$ cat src/include/core_irq_regs.vh
// Purpose: register offsets, field positions and reset values of the core interrupt control block
// Assumes: 9-bit data address, 8-bit registers
// Notes: definitions only
`ifndef CORE_IRQ_REGS_VH
`define CORE_IRQ_REGS_VH

`define ADDR_W 9
`define CORE_CTRL_ADDR_B0 9'h00B
`define CORE_CTRL_ADDR_B1 9'h08B
`define CORE_CTRL_ADDR_B2 9'h10B
`define CORE_CTRL_ADDR_B3 9'h18B
`define PERIPH_EN_ADDR 9'h08C
`define PERIPH_FLAG_ADDR 9'h00C
`define OPTION_EDGE_ADDR 9'h1F0
`define IRQ_STATUS_ADDR 9'h1F1
`define IRQ_MASK_ADDR 9'h1F2

// core control bit positions
`define BIT_GLOBAL_EN 7
`define BIT_PERIPH_MASTER 6
`define BIT_T0_EN 5
`define BIT_EXT_EN 4
`define BIT_PORT_EN 3
`define BIT_T0_FLAG 2
`define BIT_EXT_FLAG 1
`define BIT_PORT_FLAG 0

// peripheral bit positions
`define BIT_CONV 6
`define BIT_SERIAL 3
`define BIT_CAPCMP 2
`define BIT_T2 1
`define BIT_T1 0
`define PERIPH_IMPL_MASK 8'h4F

`define CORE_CTRL_RESET 8'h00
`define PERIPH_RESET 8'h00
`define EDGE_RESET 1'b1

// status register of the block's own events
`define ST_REQ_RISE 0
`define ST_EVT_LOST 1
`define STATUS_MASK 8'h03

`endif

$ cat src/design/core_interrupt_control.v
// Purpose: interrupt enable/flag registers and request to the core
// Assumes: one clock, synchronous active-high reset, event inputs one-cycle pulses
// Notes: register port: read data one cycle after the read strobe
`timescale 1ns/1ps
`default_nettype none
`include "core_irq_regs.vh"
module core_interrupt_control (
  input wire i_clock,               // core clock, 250 MHz
  input wire i_reset,               // sync reset, active high
  input wire [`ADDR_W-1:0] i_addr,  // register address
  input wire [7:0] i_wdata,         // write data
  input wire i_wr,                  // write strobe
  input wire i_rd,                  // read strobe
  output reg [7:0] o_rdata,         // read data, cycle after i_rd
  input wire i_timer0_overflow,     // timer0 overflow pulse
  input wire i_port_change,         // port change pulse
  input wire i_ext_pin,             // external interrupt pin level
  input wire i_conv_done,           // converter complete pulse
  input wire i_serial_done,         // serial port pulse
  input wire i_capcmp_event,        // capture/compare pulse
  input wire i_timer2_match,        // timer2 match pulse
  input wire i_timer1_overflow,     // timer1 overflow pulse
  output wire o_core_irq,           // interrupt request to core
  output wire o_irq                 // block status interrupt, level
);
  reg [7:0] core_ctrl_r;
  reg [7:0] periph_en_r;
  reg [7:0] periph_flag_r;
  reg edge_sel_r;
  reg [7:0] status_r;
  reg [7:0] mask_r;
  reg req_prev_r;
  reg [7:0] core_nxt;
  reg [7:0] pflag_nxt;
  reg [7:0] core_set;
  reg [7:0] pflag_set;
  wire ext_edge;
  wire core_term;
  wire periph_term;
  wire wr_core;
  wire wr_pen;
  wire wr_pflag;
  wire lost_evt;
  wire wr_edge;
  wire wr_status;
  wire wr_mask;
  wire rd_core;
  wire rd_pen;
  wire rd_pflag;
  wire rd_edge;
  wire rd_status;
  wire rd_mask;
  wire req_rise;
  wire [7:0] status_set;
  reg [7:0] core_pairs;
  reg [7:0] periph_pairs;
  reg [7:0] status_nxt;
  reg [7:0] pen_nxt;
  reg edge_nxt;
  reg [7:0] mask_nxt;
  reg [7:0] rdata_nxt;

  function is_core_addr;
    input [`ADDR_W-1:0] a;
    begin
      is_core_addr = (a == `CORE_CTRL_ADDR_B0) || (a == `CORE_CTRL_ADDR_B1) ||
                     (a == `CORE_CTRL_ADDR_B2) || (a == `CORE_CTRL_ADDR_B3);
    end
  endfunction

  // enable-type bit: takes the written value, otherwise keeps its own
  function field_next;
    input cur;
    input wr;
    input wbit;
    begin
      field_next = wr ? wbit : cur;
    end
  endfunction

  // flag bit: software may write either value, but a hardware set in the
  // same cycle wins so that no event is lost
  function flag_next;
    input cur;
    input wr;
    input wbit;
    input set;
    begin
      flag_next = field_next(cur, wr, wbit) | set;
    end
  endfunction

  // status bit: write one to clear, hardware set wins
  function sticky_next;
    input cur;
    input clr;
    input set;
    begin
      sticky_next = (cur & ~clr) | set;
    end
  endfunction

  // one source asks for service when both its enable and its flag are set
  function pair_active;
    input en;
    input flag;
    begin
      pair_active = en & flag;
    end
  endfunction

  edge_detect u_edge (
    .i_clock(i_clock),
    .i_reset(i_reset),
    .i_pin(i_ext_pin),
    .i_rising(edge_sel_r),
    .o_pulse(ext_edge)
  );

  assign wr_core = i_wr & is_core_addr(i_addr);
  assign wr_pen = i_wr & (i_addr == `PERIPH_EN_ADDR);
  assign wr_pflag = i_wr & (i_addr == `PERIPH_FLAG_ADDR);
  assign wr_edge = i_wr & (i_addr == `OPTION_EDGE_ADDR);
  assign wr_status = i_wr & (i_addr == `IRQ_STATUS_ADDR);
  assign wr_mask = i_wr & (i_addr == `IRQ_MASK_ADDR);
  assign rd_core = i_rd & is_core_addr(i_addr);
  assign rd_pen = i_rd & (i_addr == `PERIPH_EN_ADDR);
  assign rd_pflag = i_rd & (i_addr == `PERIPH_FLAG_ADDR);
  assign rd_edge = i_rd & (i_addr == `OPTION_EDGE_ADDR);
  assign rd_status = i_rd & (i_addr == `IRQ_STATUS_ADDR);
  assign rd_mask = i_rd & (i_addr == `IRQ_MASK_ADDR);

  // hardware set sources, independent of enables
  always @* begin
    core_set = 8'h00;
    core_set[`BIT_T0_FLAG] = i_timer0_overflow;
    core_set[`BIT_EXT_FLAG] = ext_edge;
    core_set[`BIT_PORT_FLAG] = i_port_change;
    pflag_set = 8'h00;
    pflag_set[`BIT_CONV] = i_conv_done;
    pflag_set[`BIT_SERIAL] = i_serial_done;
    pflag_set[`BIT_CAPCMP] = i_capcmp_event;
    pflag_set[`BIT_T2] = i_timer2_match;
    pflag_set[`BIT_T1] = i_timer1_overflow;
  end

  // enables follow the write; flags follow the write, then any hardware set
  always @* begin
    core_nxt = 8'h00;
    core_nxt[`BIT_GLOBAL_EN] = field_next(core_ctrl_r[`BIT_GLOBAL_EN], wr_core,
      i_wdata[`BIT_GLOBAL_EN]);
    core_nxt[`BIT_PERIPH_MASTER] = field_next(core_ctrl_r[`BIT_PERIPH_MASTER], wr_core,
      i_wdata[`BIT_PERIPH_MASTER]);
    core_nxt[`BIT_T0_EN] = field_next(core_ctrl_r[`BIT_T0_EN], wr_core,
      i_wdata[`BIT_T0_EN]);
    core_nxt[`BIT_EXT_EN] = field_next(core_ctrl_r[`BIT_EXT_EN], wr_core,
      i_wdata[`BIT_EXT_EN]);
    core_nxt[`BIT_PORT_EN] = field_next(core_ctrl_r[`BIT_PORT_EN], wr_core,
      i_wdata[`BIT_PORT_EN]);
    core_nxt[`BIT_T0_FLAG] = flag_next(core_ctrl_r[`BIT_T0_FLAG], wr_core,
      i_wdata[`BIT_T0_FLAG], core_set[`BIT_T0_FLAG]);
    core_nxt[`BIT_EXT_FLAG] = flag_next(core_ctrl_r[`BIT_EXT_FLAG], wr_core,
      i_wdata[`BIT_EXT_FLAG], core_set[`BIT_EXT_FLAG]);
    core_nxt[`BIT_PORT_FLAG] = flag_next(core_ctrl_r[`BIT_PORT_FLAG], wr_core,
      i_wdata[`BIT_PORT_FLAG], core_set[`BIT_PORT_FLAG]);
    pflag_nxt = 8'h00;
    pflag_nxt[`BIT_CONV] = flag_next(periph_flag_r[`BIT_CONV], wr_pflag,
      i_wdata[`BIT_CONV], pflag_set[`BIT_CONV]);
    pflag_nxt[`BIT_SERIAL] = flag_next(periph_flag_r[`BIT_SERIAL], wr_pflag,
      i_wdata[`BIT_SERIAL], pflag_set[`BIT_SERIAL]);
    pflag_nxt[`BIT_CAPCMP] = flag_next(periph_flag_r[`BIT_CAPCMP], wr_pflag,
      i_wdata[`BIT_CAPCMP], pflag_set[`BIT_CAPCMP]);
    pflag_nxt[`BIT_T2] = flag_next(periph_flag_r[`BIT_T2], wr_pflag,
      i_wdata[`BIT_T2], pflag_set[`BIT_T2]);
    pflag_nxt[`BIT_T1] = flag_next(periph_flag_r[`BIT_T1], wr_pflag,
      i_wdata[`BIT_T1], pflag_set[`BIT_T1]);
  end

  // an event counts as lost if software writes zero to that event's flag bit in the same cycle
  assign lost_evt = (wr_core & |(core_set & ~i_wdata)) |
                    (wr_pflag & |(pflag_set & ~i_wdata));

  // plain control registers: written with unimplemented bits masked to zero, never set by hardware
  always @* begin
    pen_nxt = periph_en_r;
    edge_nxt = edge_sel_r;
    mask_nxt = mask_r;
    if (wr_pen) begin
      pen_nxt = i_wdata & `PERIPH_IMPL_MASK;
    end
    if (wr_edge) begin
      edge_nxt = i_wdata[0];
    end
    if (wr_mask) begin
      mask_nxt = i_wdata & `STATUS_MASK;
    end
  end

  always @(posedge i_clock) begin
    if (i_reset) begin
      // port-change flag has no defined reset; clear it too, as a known value is safer
      core_ctrl_r <= `CORE_CTRL_RESET;
      periph_en_r <= `PERIPH_RESET;
      periph_flag_r <= `PERIPH_RESET;
      edge_sel_r <= `EDGE_RESET;
    end else begin
      core_ctrl_r <= core_nxt;
      periph_flag_r <= pflag_nxt;
      periph_en_r <= pen_nxt;
      edge_sel_r <= edge_nxt;
    end
  end

  // one bit per source that is both enabled and flagged
  always @* begin
    core_pairs = 8'h00;
    core_pairs[`BIT_T0_FLAG] = pair_active(core_ctrl_r[`BIT_T0_EN],
      core_ctrl_r[`BIT_T0_FLAG]);
    core_pairs[`BIT_EXT_FLAG] = pair_active(core_ctrl_r[`BIT_EXT_EN],
      core_ctrl_r[`BIT_EXT_FLAG]);
    core_pairs[`BIT_PORT_FLAG] = pair_active(core_ctrl_r[`BIT_PORT_EN],
      core_ctrl_r[`BIT_PORT_FLAG]);
    periph_pairs = 8'h00;
    periph_pairs[`BIT_CONV] = pair_active(periph_en_r[`BIT_CONV],
      periph_flag_r[`BIT_CONV]);
    periph_pairs[`BIT_SERIAL] = pair_active(periph_en_r[`BIT_SERIAL],
      periph_flag_r[`BIT_SERIAL]);
    periph_pairs[`BIT_CAPCMP] = pair_active(periph_en_r[`BIT_CAPCMP],
      periph_flag_r[`BIT_CAPCMP]);
    periph_pairs[`BIT_T2] = pair_active(periph_en_r[`BIT_T2], periph_flag_r[`BIT_T2]);
    periph_pairs[`BIT_T1] = pair_active(periph_en_r[`BIT_T1], periph_flag_r[`BIT_T1]);
  end

  // global enable gates both terms; peripheral sources also need their master
  assign core_term = core_ctrl_r[`BIT_GLOBAL_EN] & |core_pairs;
  assign periph_term = core_ctrl_r[`BIT_GLOBAL_EN] & core_ctrl_r[`BIT_PERIPH_MASTER] &
    |periph_pairs;
  assign o_core_irq = core_term | periph_term;

  // block's own status: request rising, event lost; write one to clear
  assign req_rise = o_core_irq & ~req_prev_r;
  assign status_set = {6'h00, lost_evt, req_rise};

  always @* begin
    status_nxt = 8'h00;
    status_nxt[`ST_REQ_RISE] = sticky_next(status_r[`ST_REQ_RISE],
      wr_status & i_wdata[`ST_REQ_RISE], status_set[`ST_REQ_RISE]);
    status_nxt[`ST_EVT_LOST] = sticky_next(status_r[`ST_EVT_LOST],
      wr_status & i_wdata[`ST_EVT_LOST], status_set[`ST_EVT_LOST]);
  end

  always @(posedge i_clock) begin
    if (i_reset) begin
      status_r <= 8'h00;
      mask_r <= 8'h00;
      req_prev_r <= 1'b0;
    end else begin
      req_prev_r <= o_core_irq;
      mask_r <= mask_nxt;
      status_r <= status_nxt;
    end
  end
  assign o_irq = |(status_r & mask_r);

  // read mux: unmapped addresses and idle cycles give zero
  always @* begin
    rdata_nxt = 8'h00;
    if (rd_core) begin
      rdata_nxt = core_ctrl_r;
    end
    if (rd_pen) begin
      rdata_nxt = periph_en_r;
    end
    if (rd_pflag) begin
      rdata_nxt = periph_flag_r;
    end
    if (rd_edge) begin
      rdata_nxt = {7'h00, edge_sel_r};
    end
    if (rd_status) begin
      rdata_nxt = status_r;
    end
    if (rd_mask) begin
      rdata_nxt = mask_r;
    end
  end

  // data stand for the one cycle after the read strobe only
  always @(posedge i_clock) begin
    if (i_reset) begin
      o_rdata <= 8'h00;
    end else begin
      o_rdata <= rdata_nxt;
    end
  end
endmodule
`default_nettype wire

$ cat src/design/edge_detect.v
// Purpose: selectable edge detector for the external interrupt pin
// Assumes: pin already synchronous to i_clock
// Notes: one-cycle pulse on the chosen edge
`timescale 1ns/1ps
`default_nettype none
module edge_detect (
  input wire i_clock,         // core clock
  input wire i_reset,         // sync reset, active high
  input wire i_pin,           // sampled pin level
  input wire i_rising,        // 1 rising, 0 falling
  output wire o_pulse         // edge seen this cycle
);
  reg prev_r;
  always @(posedge i_clock) begin
    if (i_reset) begin
      prev_r <= i_pin;
    end else begin
      prev_r <= i_pin;
    end
  end
  // history follows the pin during reset, so a pin already high is no edge
  assign o_pulse = i_rising ? (i_pin & ~prev_r) : (~i_pin & prev_r);
endmodule
`default_nettype wire

$ cat config.mk
export PLATFORM = sky130hd
export DESIGN_NAME = core_interrupt_control
export DESIGN_NICKNAME = d
export VERILOG_FILES = /design/src/design/core_interrupt_control.v /design/src/design/edge_detect.v
export VERILOG_INCLUDE_DIRS = /design/src /design/src/include
export SDC_FILE = /design/constraint.sdc
export NUM_CORES = 1
export LEC_CHECK = 0
export BUFFER_PORTS_ARGS = -buffer_cell sky130_fd_sc_hd__buf_2
export CAP_MARGIN = 10
export CORE_MARGIN = 3
export CORE_UTILIZATION = 40
export CTS_CLUSTER_SIZE = 25
export DETAILED_ROUTE_END_ITERATION = 7
export HOLD_SLACK_MARGIN = 0.06
export PLACE_DENSITY = 0.65
export SYNTH_ARGS = -nofsm -noshare
export SYNTH_HDL_FRONTEND = slang
export SYNTH_SLANG_ARGS = --single-unit
$ cat constraint.sdc
create_clock -name i_clock -period 2.9 [get_ports i_clock]
set_clock_uncertainty 0.15 [all_clocks]
set_input_delay 0.58 -clock i_clock [delete_from_list [all_inputs] [get_ports i_clock]]
set_output_delay 0.58 -clock i_clock [all_outputs]
set_load 0.05 [all_outputs]
-- Word-level counts from Yosys, hierarchy flattened
Index checks and enable logic that the tools add are counted.
- bits in registers: 42
- latch bits: 0
- bits in writable memories: 0
- memory bits (read-only): 0
- input bits: 29
- output and inout port bits: 10
- word-level logic and storage cells: 99
- memories kept: 0
- $add $sub $neg: 0
- multiply operators: 0
- divide/modulo/power cells: 0
- magnitude comparators: 0
- equal/unequal tests: 9
- shift-type cells: 0
- multiplexer cells: 15
- bitwise operators: 53
- reductions and logical operators: 9
- operators by type and width (operator ; count):
    9-bit == test (second input constant) ; 5
    8-bit two-way mux ; 5
    1-bit bitwise AND ; 32
    8-bit OR reduction ; 3
    9-bit by 4-bit == test with 1-bit output (second input constant) ; 2
    9-bit by 8-bit == test with 1-bit output (second input constant) ; 2
    1-bit bitwise OR ; 12
    1-bit two-way mux ; 9
    3-bit by 8-bit bitwise AND with 8-bit output ; 1
    7-bit by 8-bit bitwise AND with 8-bit output ; 1
    8-bit by 2-bit bitwise AND with 8-bit output ; 1
    8-bit inverter ; 1
    1-bit inverter ; 5
    5-bit OR reduction ; 1
    1-bit logical OR ; 3
    3-bit OR reduction ; 1
    2-bit two-way mux ; 1
    2-bit OR reduction ; 1

-- Logic depth before layout (Yosys ltp)
- depth after elaboration: 11
- gate-level depth with buffers: 6
- mapped depth without buffers: 4

-- Modules after synthesis
A second synthesis with hierarchy kept.
- cells, all modules: 170
- area total of the unflattened synthesis: 1546.5 µm²
- by module, submodules not included (module ; instances ; cells each ; area an instance (µm²) ; sequential area each (µm²)):
    core_interrupt_control ; 1 ; 166 ; 1503.9 ; 640.6
    edge_detect ; 1 ; 4 ; 42.5 ; 20.0

-- Worst setup path after synthesis
Ideal clock, no wire load.
- path kind: flip-flop to output port
- start: register periph_flag_r[0]
- end: output port o_core_irq
- arrival time: 1291 ps
- data required time: 2170 ps
- path slack: 879 ps
- stages on the path, launching flop included: 5
- path buffers: 0
- cells stage by stage: dfxtp_1 -> a222oi_1 -> nand2_1 -> a21boi_0 -> nor2b_1
- cells in the longest elaborated chain, start to end: 4
- ends and longest elaborated chain (what ; line ; source):
    start, declared ; core_interrupt_control.v:28 ; reg [7:0] periph_flag_r;
    start signal, assigned ; core_interrupt_control.v:204 ; periph_flag_r <= `PERIPH_RESET;
    start signal, assigned ; core_interrupt_control.v:208 ; periph_flag_r <= pflag_nxt;
    1-bit bitwise AND ; core_interrupt_control.v:108 ; pair_active = en & flag;
    5-bit OR reduction ; core_interrupt_control.v:237 ; |periph_pairs;
    1-bit bitwise AND ; core_interrupt_control.v:236 ; assign periph_term = core_ctrl_r[`BIT_GLOBAL_EN] & core_ctrl_r[`BIT_PERIPH_MASTER] &
    1-bit bitwise OR ; core_interrupt_control.v:238 ; assign o_core_irq = core_term | periph_term;
    end, declared ; core_interrupt_control.v:23 ; output wire o_core_irq,
No other way between the ends.

-- Worst setup path in the final report
Same ends and word-level chain as after synthesis.

==> metrics <==
status=complete, no violations; number of post-CTS setup repair buffers=0; H-tree depth=2; worst reg2reg setup slack=1.36 ns; # diodes=0; commonest non-fill, non-tap cell in the layout=buf_2; Clock Path Buffers=2; I/O pins=39; slowest CP cell=a222oi_1; Hold Path Class=in2reg; Routed Wire Length=3790 µm; drt drc=0; die height=a little under 70 µm; Fillers=382; Worst path max stage delay=~0.34 ns; MaxCap Viol Count=0; Synth async-reset ratio=0%; final worst path period share=between 80% and 90%; WP data required=approximately 2.2 ns; area of the multi-input gates=around 830 µm²; all-layer global routing usage=between 10% and 20%; CTS clock-pin slew for the worst setup and hold paths=0.06 ns; Crit path arrival time=approximately 1.7 ns; Syn-to-layout area delta=20.0%; first-pass GRT wire length=a little under 6000 µm; Pre-Repair DR Iteration Count=4; Hold Buf Count CTS=0; Post-synth EDFFs=0; TritonCTS clock tree=yes; Worst setup SP type=register; Hold Fails Final Rpt=0; Final setup viols=0; PwrDens=around 470 nW/µm²; FF+latch area=~660 µm²; post-route ant nets=0; commonest cells after routing, fill and taps aside=buf_2 (38), dfxtp_1 (33), nand2_1 (22), nor2_1 (14); layout cell share with drive strength beyond 1=between 20% and 30%; sequential fraction of the synthesis area=42.3%; post-synth cell types=43; highest clock rate=between 400 and 500 MHz; routed len/inst=14.4 µm; initial antenna violation count=0; Placer Congestion=roughly 0.86; Hold EP=u_edge.prev_r; CTS Buf Count=5; FP Rows=22; Post-Syn Area=between 1500 and 2000 µm²; critical path type=reg2out; grt total ovfl=0; CP Max Fanout=3; syn_area_per_cell=between 8 and 9 µm²; actual slew at the worst max-slew pin=0.558 ns; post-layout util=between 50 and 60%; Via Count=~1.4k; Slew headroom=about 63%; DIE AREA=4690 µm²; Via-to-Cell Ratio=about 5.3; reg2reg end=status_r[0]; Synth Flop Type=dfxtp_1; Slew Viols, Final=0; Mapped Nets=just over 200; hold path depth=1; design area=~1900 µm²; initial detailed-routing violation count=approximately 160; RSZ-0062 raised after global routing=false; Resized cells post-CTS=0; total clock sinks=33; die width=roughly 68 µm; Core Region=between 3000 and 4000 µm²; R2R Path Start=periph_flag_r[0]; CP cell instances=a222oi_1 > nand2_1 > a21boi_0 > nor2b_1 > buf_2; Nets=approximately 240; largest net degree at the start of global routing=25; synth warn=0; number of port buffers=38; number of synthesized register bits=33; clock root buffer=clkbuf_8; number of global-route vias before repair=1239; Worst Min Path Start=i_ext_pin; Initial Utilization=between 40% and 50%; worst reg-to-reg path cell count=4; min Tclk post-route=around 2.4 ns; Clock Latency Late Sink=0.28 ns; peak supply drop=between 0.2 and 0.25 mV; Detail Placement HPWL=roughly 2900 µm; P_leak=approximately 0.00082 µW; Placed Area=~1800 µm²; Sum Neg Setup Slack=0 ns; synthesized instance count=between 150 and 200; crit path capture type=output pin
==> final cells by class <==
type | instances | area share [%]
clock buffer | 6 | 3.88
clock inverter | 2 | 0.535
inverter | 11 | 2.21
multi-input combinational | 124 | 44.3
sequential | 33 | 35.3
tap | 48 | 3.21
timing repair buffer | 39 | 10.6
==> how the worst max path moves through the flow <==
stage | slack [ns] | endpoint | cells after the start | startpoint
2_1_floorplan | 0.88 | o_core_irq | 4 | periph_flag_r[0]
3_3_place_gp | 0.82 | o_core_irq | 5 | periph_flag_r[0]
3_5_place_dp | 0.78 | o_core_irq | 5 | periph_flag_r[0]
4_1_cts | 0.47 | o_core_irq | 5 | periph_flag_r[0]
5_1_grt | 0.38 | o_core_irq | 5 | periph_flag_r[0]
6_report | 0.49 | o_core_irq | 5 | periph_flag_r[0]
==> per-layer routing <==
| layer | routed length (µm) | track usage, % | part of all wire (%) |
|---|---|---|---|
| met4 | 24 | 5.96 | 0.63 |
| met1 | 1750 | 24.1 | 46 |
| met2 | 1760 | 25.0 | 46 |
| met3 | 253 | 5.42 | 6.7 |
| met5 | 0 | 0 | 0 |
==> power breakdown <==
part           switching [µW]  internal, µW  leakage (µW)
Sequential               6.70           462      0.000269
Combinational            46.9          33.5      0.000507
Clock                     155           166     0.0000450
==> per-stage QoR <==
step | total power [µW] | std cells | hold slack (ns) | setup slack (ns)
6_report | 871 | 263 | 0.280 | 0.493
5_1_grt | 907 | 263 | 0.278 | 0.379
4_1_cts | 880 | 263 | 0.271 | 0.474
3_5_place_dp | 560 | 255 | 0.321 | 0.785
3_3_place_gp | 559 | 255 | 0.313 | 0.815
2_1_floorplan | 517 | 175 | 0.294 | 0.879
==> critical path, delay by kind of cell (launching register included) <==
kind,cells,cell delay [ns]
flip-flops,1,0.32
AND/OR/NAND/NOR,2,0.19
buffers and inverters,1,0.22
AO/OA/AOI/OAI,2,0.68
==> cell usage after synthesis (2+ instances only) <==
cell	number	area [µm²]
a211oi_1	2	15.0
nor2_1	14	52.6
a222oi_1	2	20.0
nand2_1	22	82.6
nand3b_1	2	15.0
nand4_1	3	18.8
nor4b_4	2	47.6
a32oi_1	2	17.5
o311ai_0	2	17.5
nand2b_1	2	12.5
a31oi_1	3	18.8
a21oi_1	9	45.0
a221oi_1	4	35.0
mux2_2	2	22.5
inv_1	11	41.3
a22oi_1	2	15.0
o21ai_0	3	15.0
and2_1	6	37.5
o22ai_1	3	18.8
dfxtp_1	33	661
nor2b_1	4	25.0
nor3_1	5	25.0
mux2i_1	11	110
and3_1	2	12.5
clkbuf_1	5	18.8
buf_2	2	10.0
==> cells by family after synthesis <==
| logic type | after synthesis | synth area share [%] |
|---|---|---|
| AND/OR/NAND/NOR | 71 | 26.5 |
| AO/OA/AOI/OAI | 40 | 18.1 |
| flip-flops | 33 | 42.3 |
| buffers and inverters | 18 | 4.49 |
| multiplexers | 13 | 8.50 |
==> state kept, by name, summed over array words and instances (netlist names) <==
register	flops
core_ctrl_r	8
o_rdata	8
periph_en_r	5
periph_flag_r	5
mask_r	2
status_r	2
edge_sel_r	1
req_prev_r	1
u_edge.prev_r	1
(Power assumes the default switching activity.)
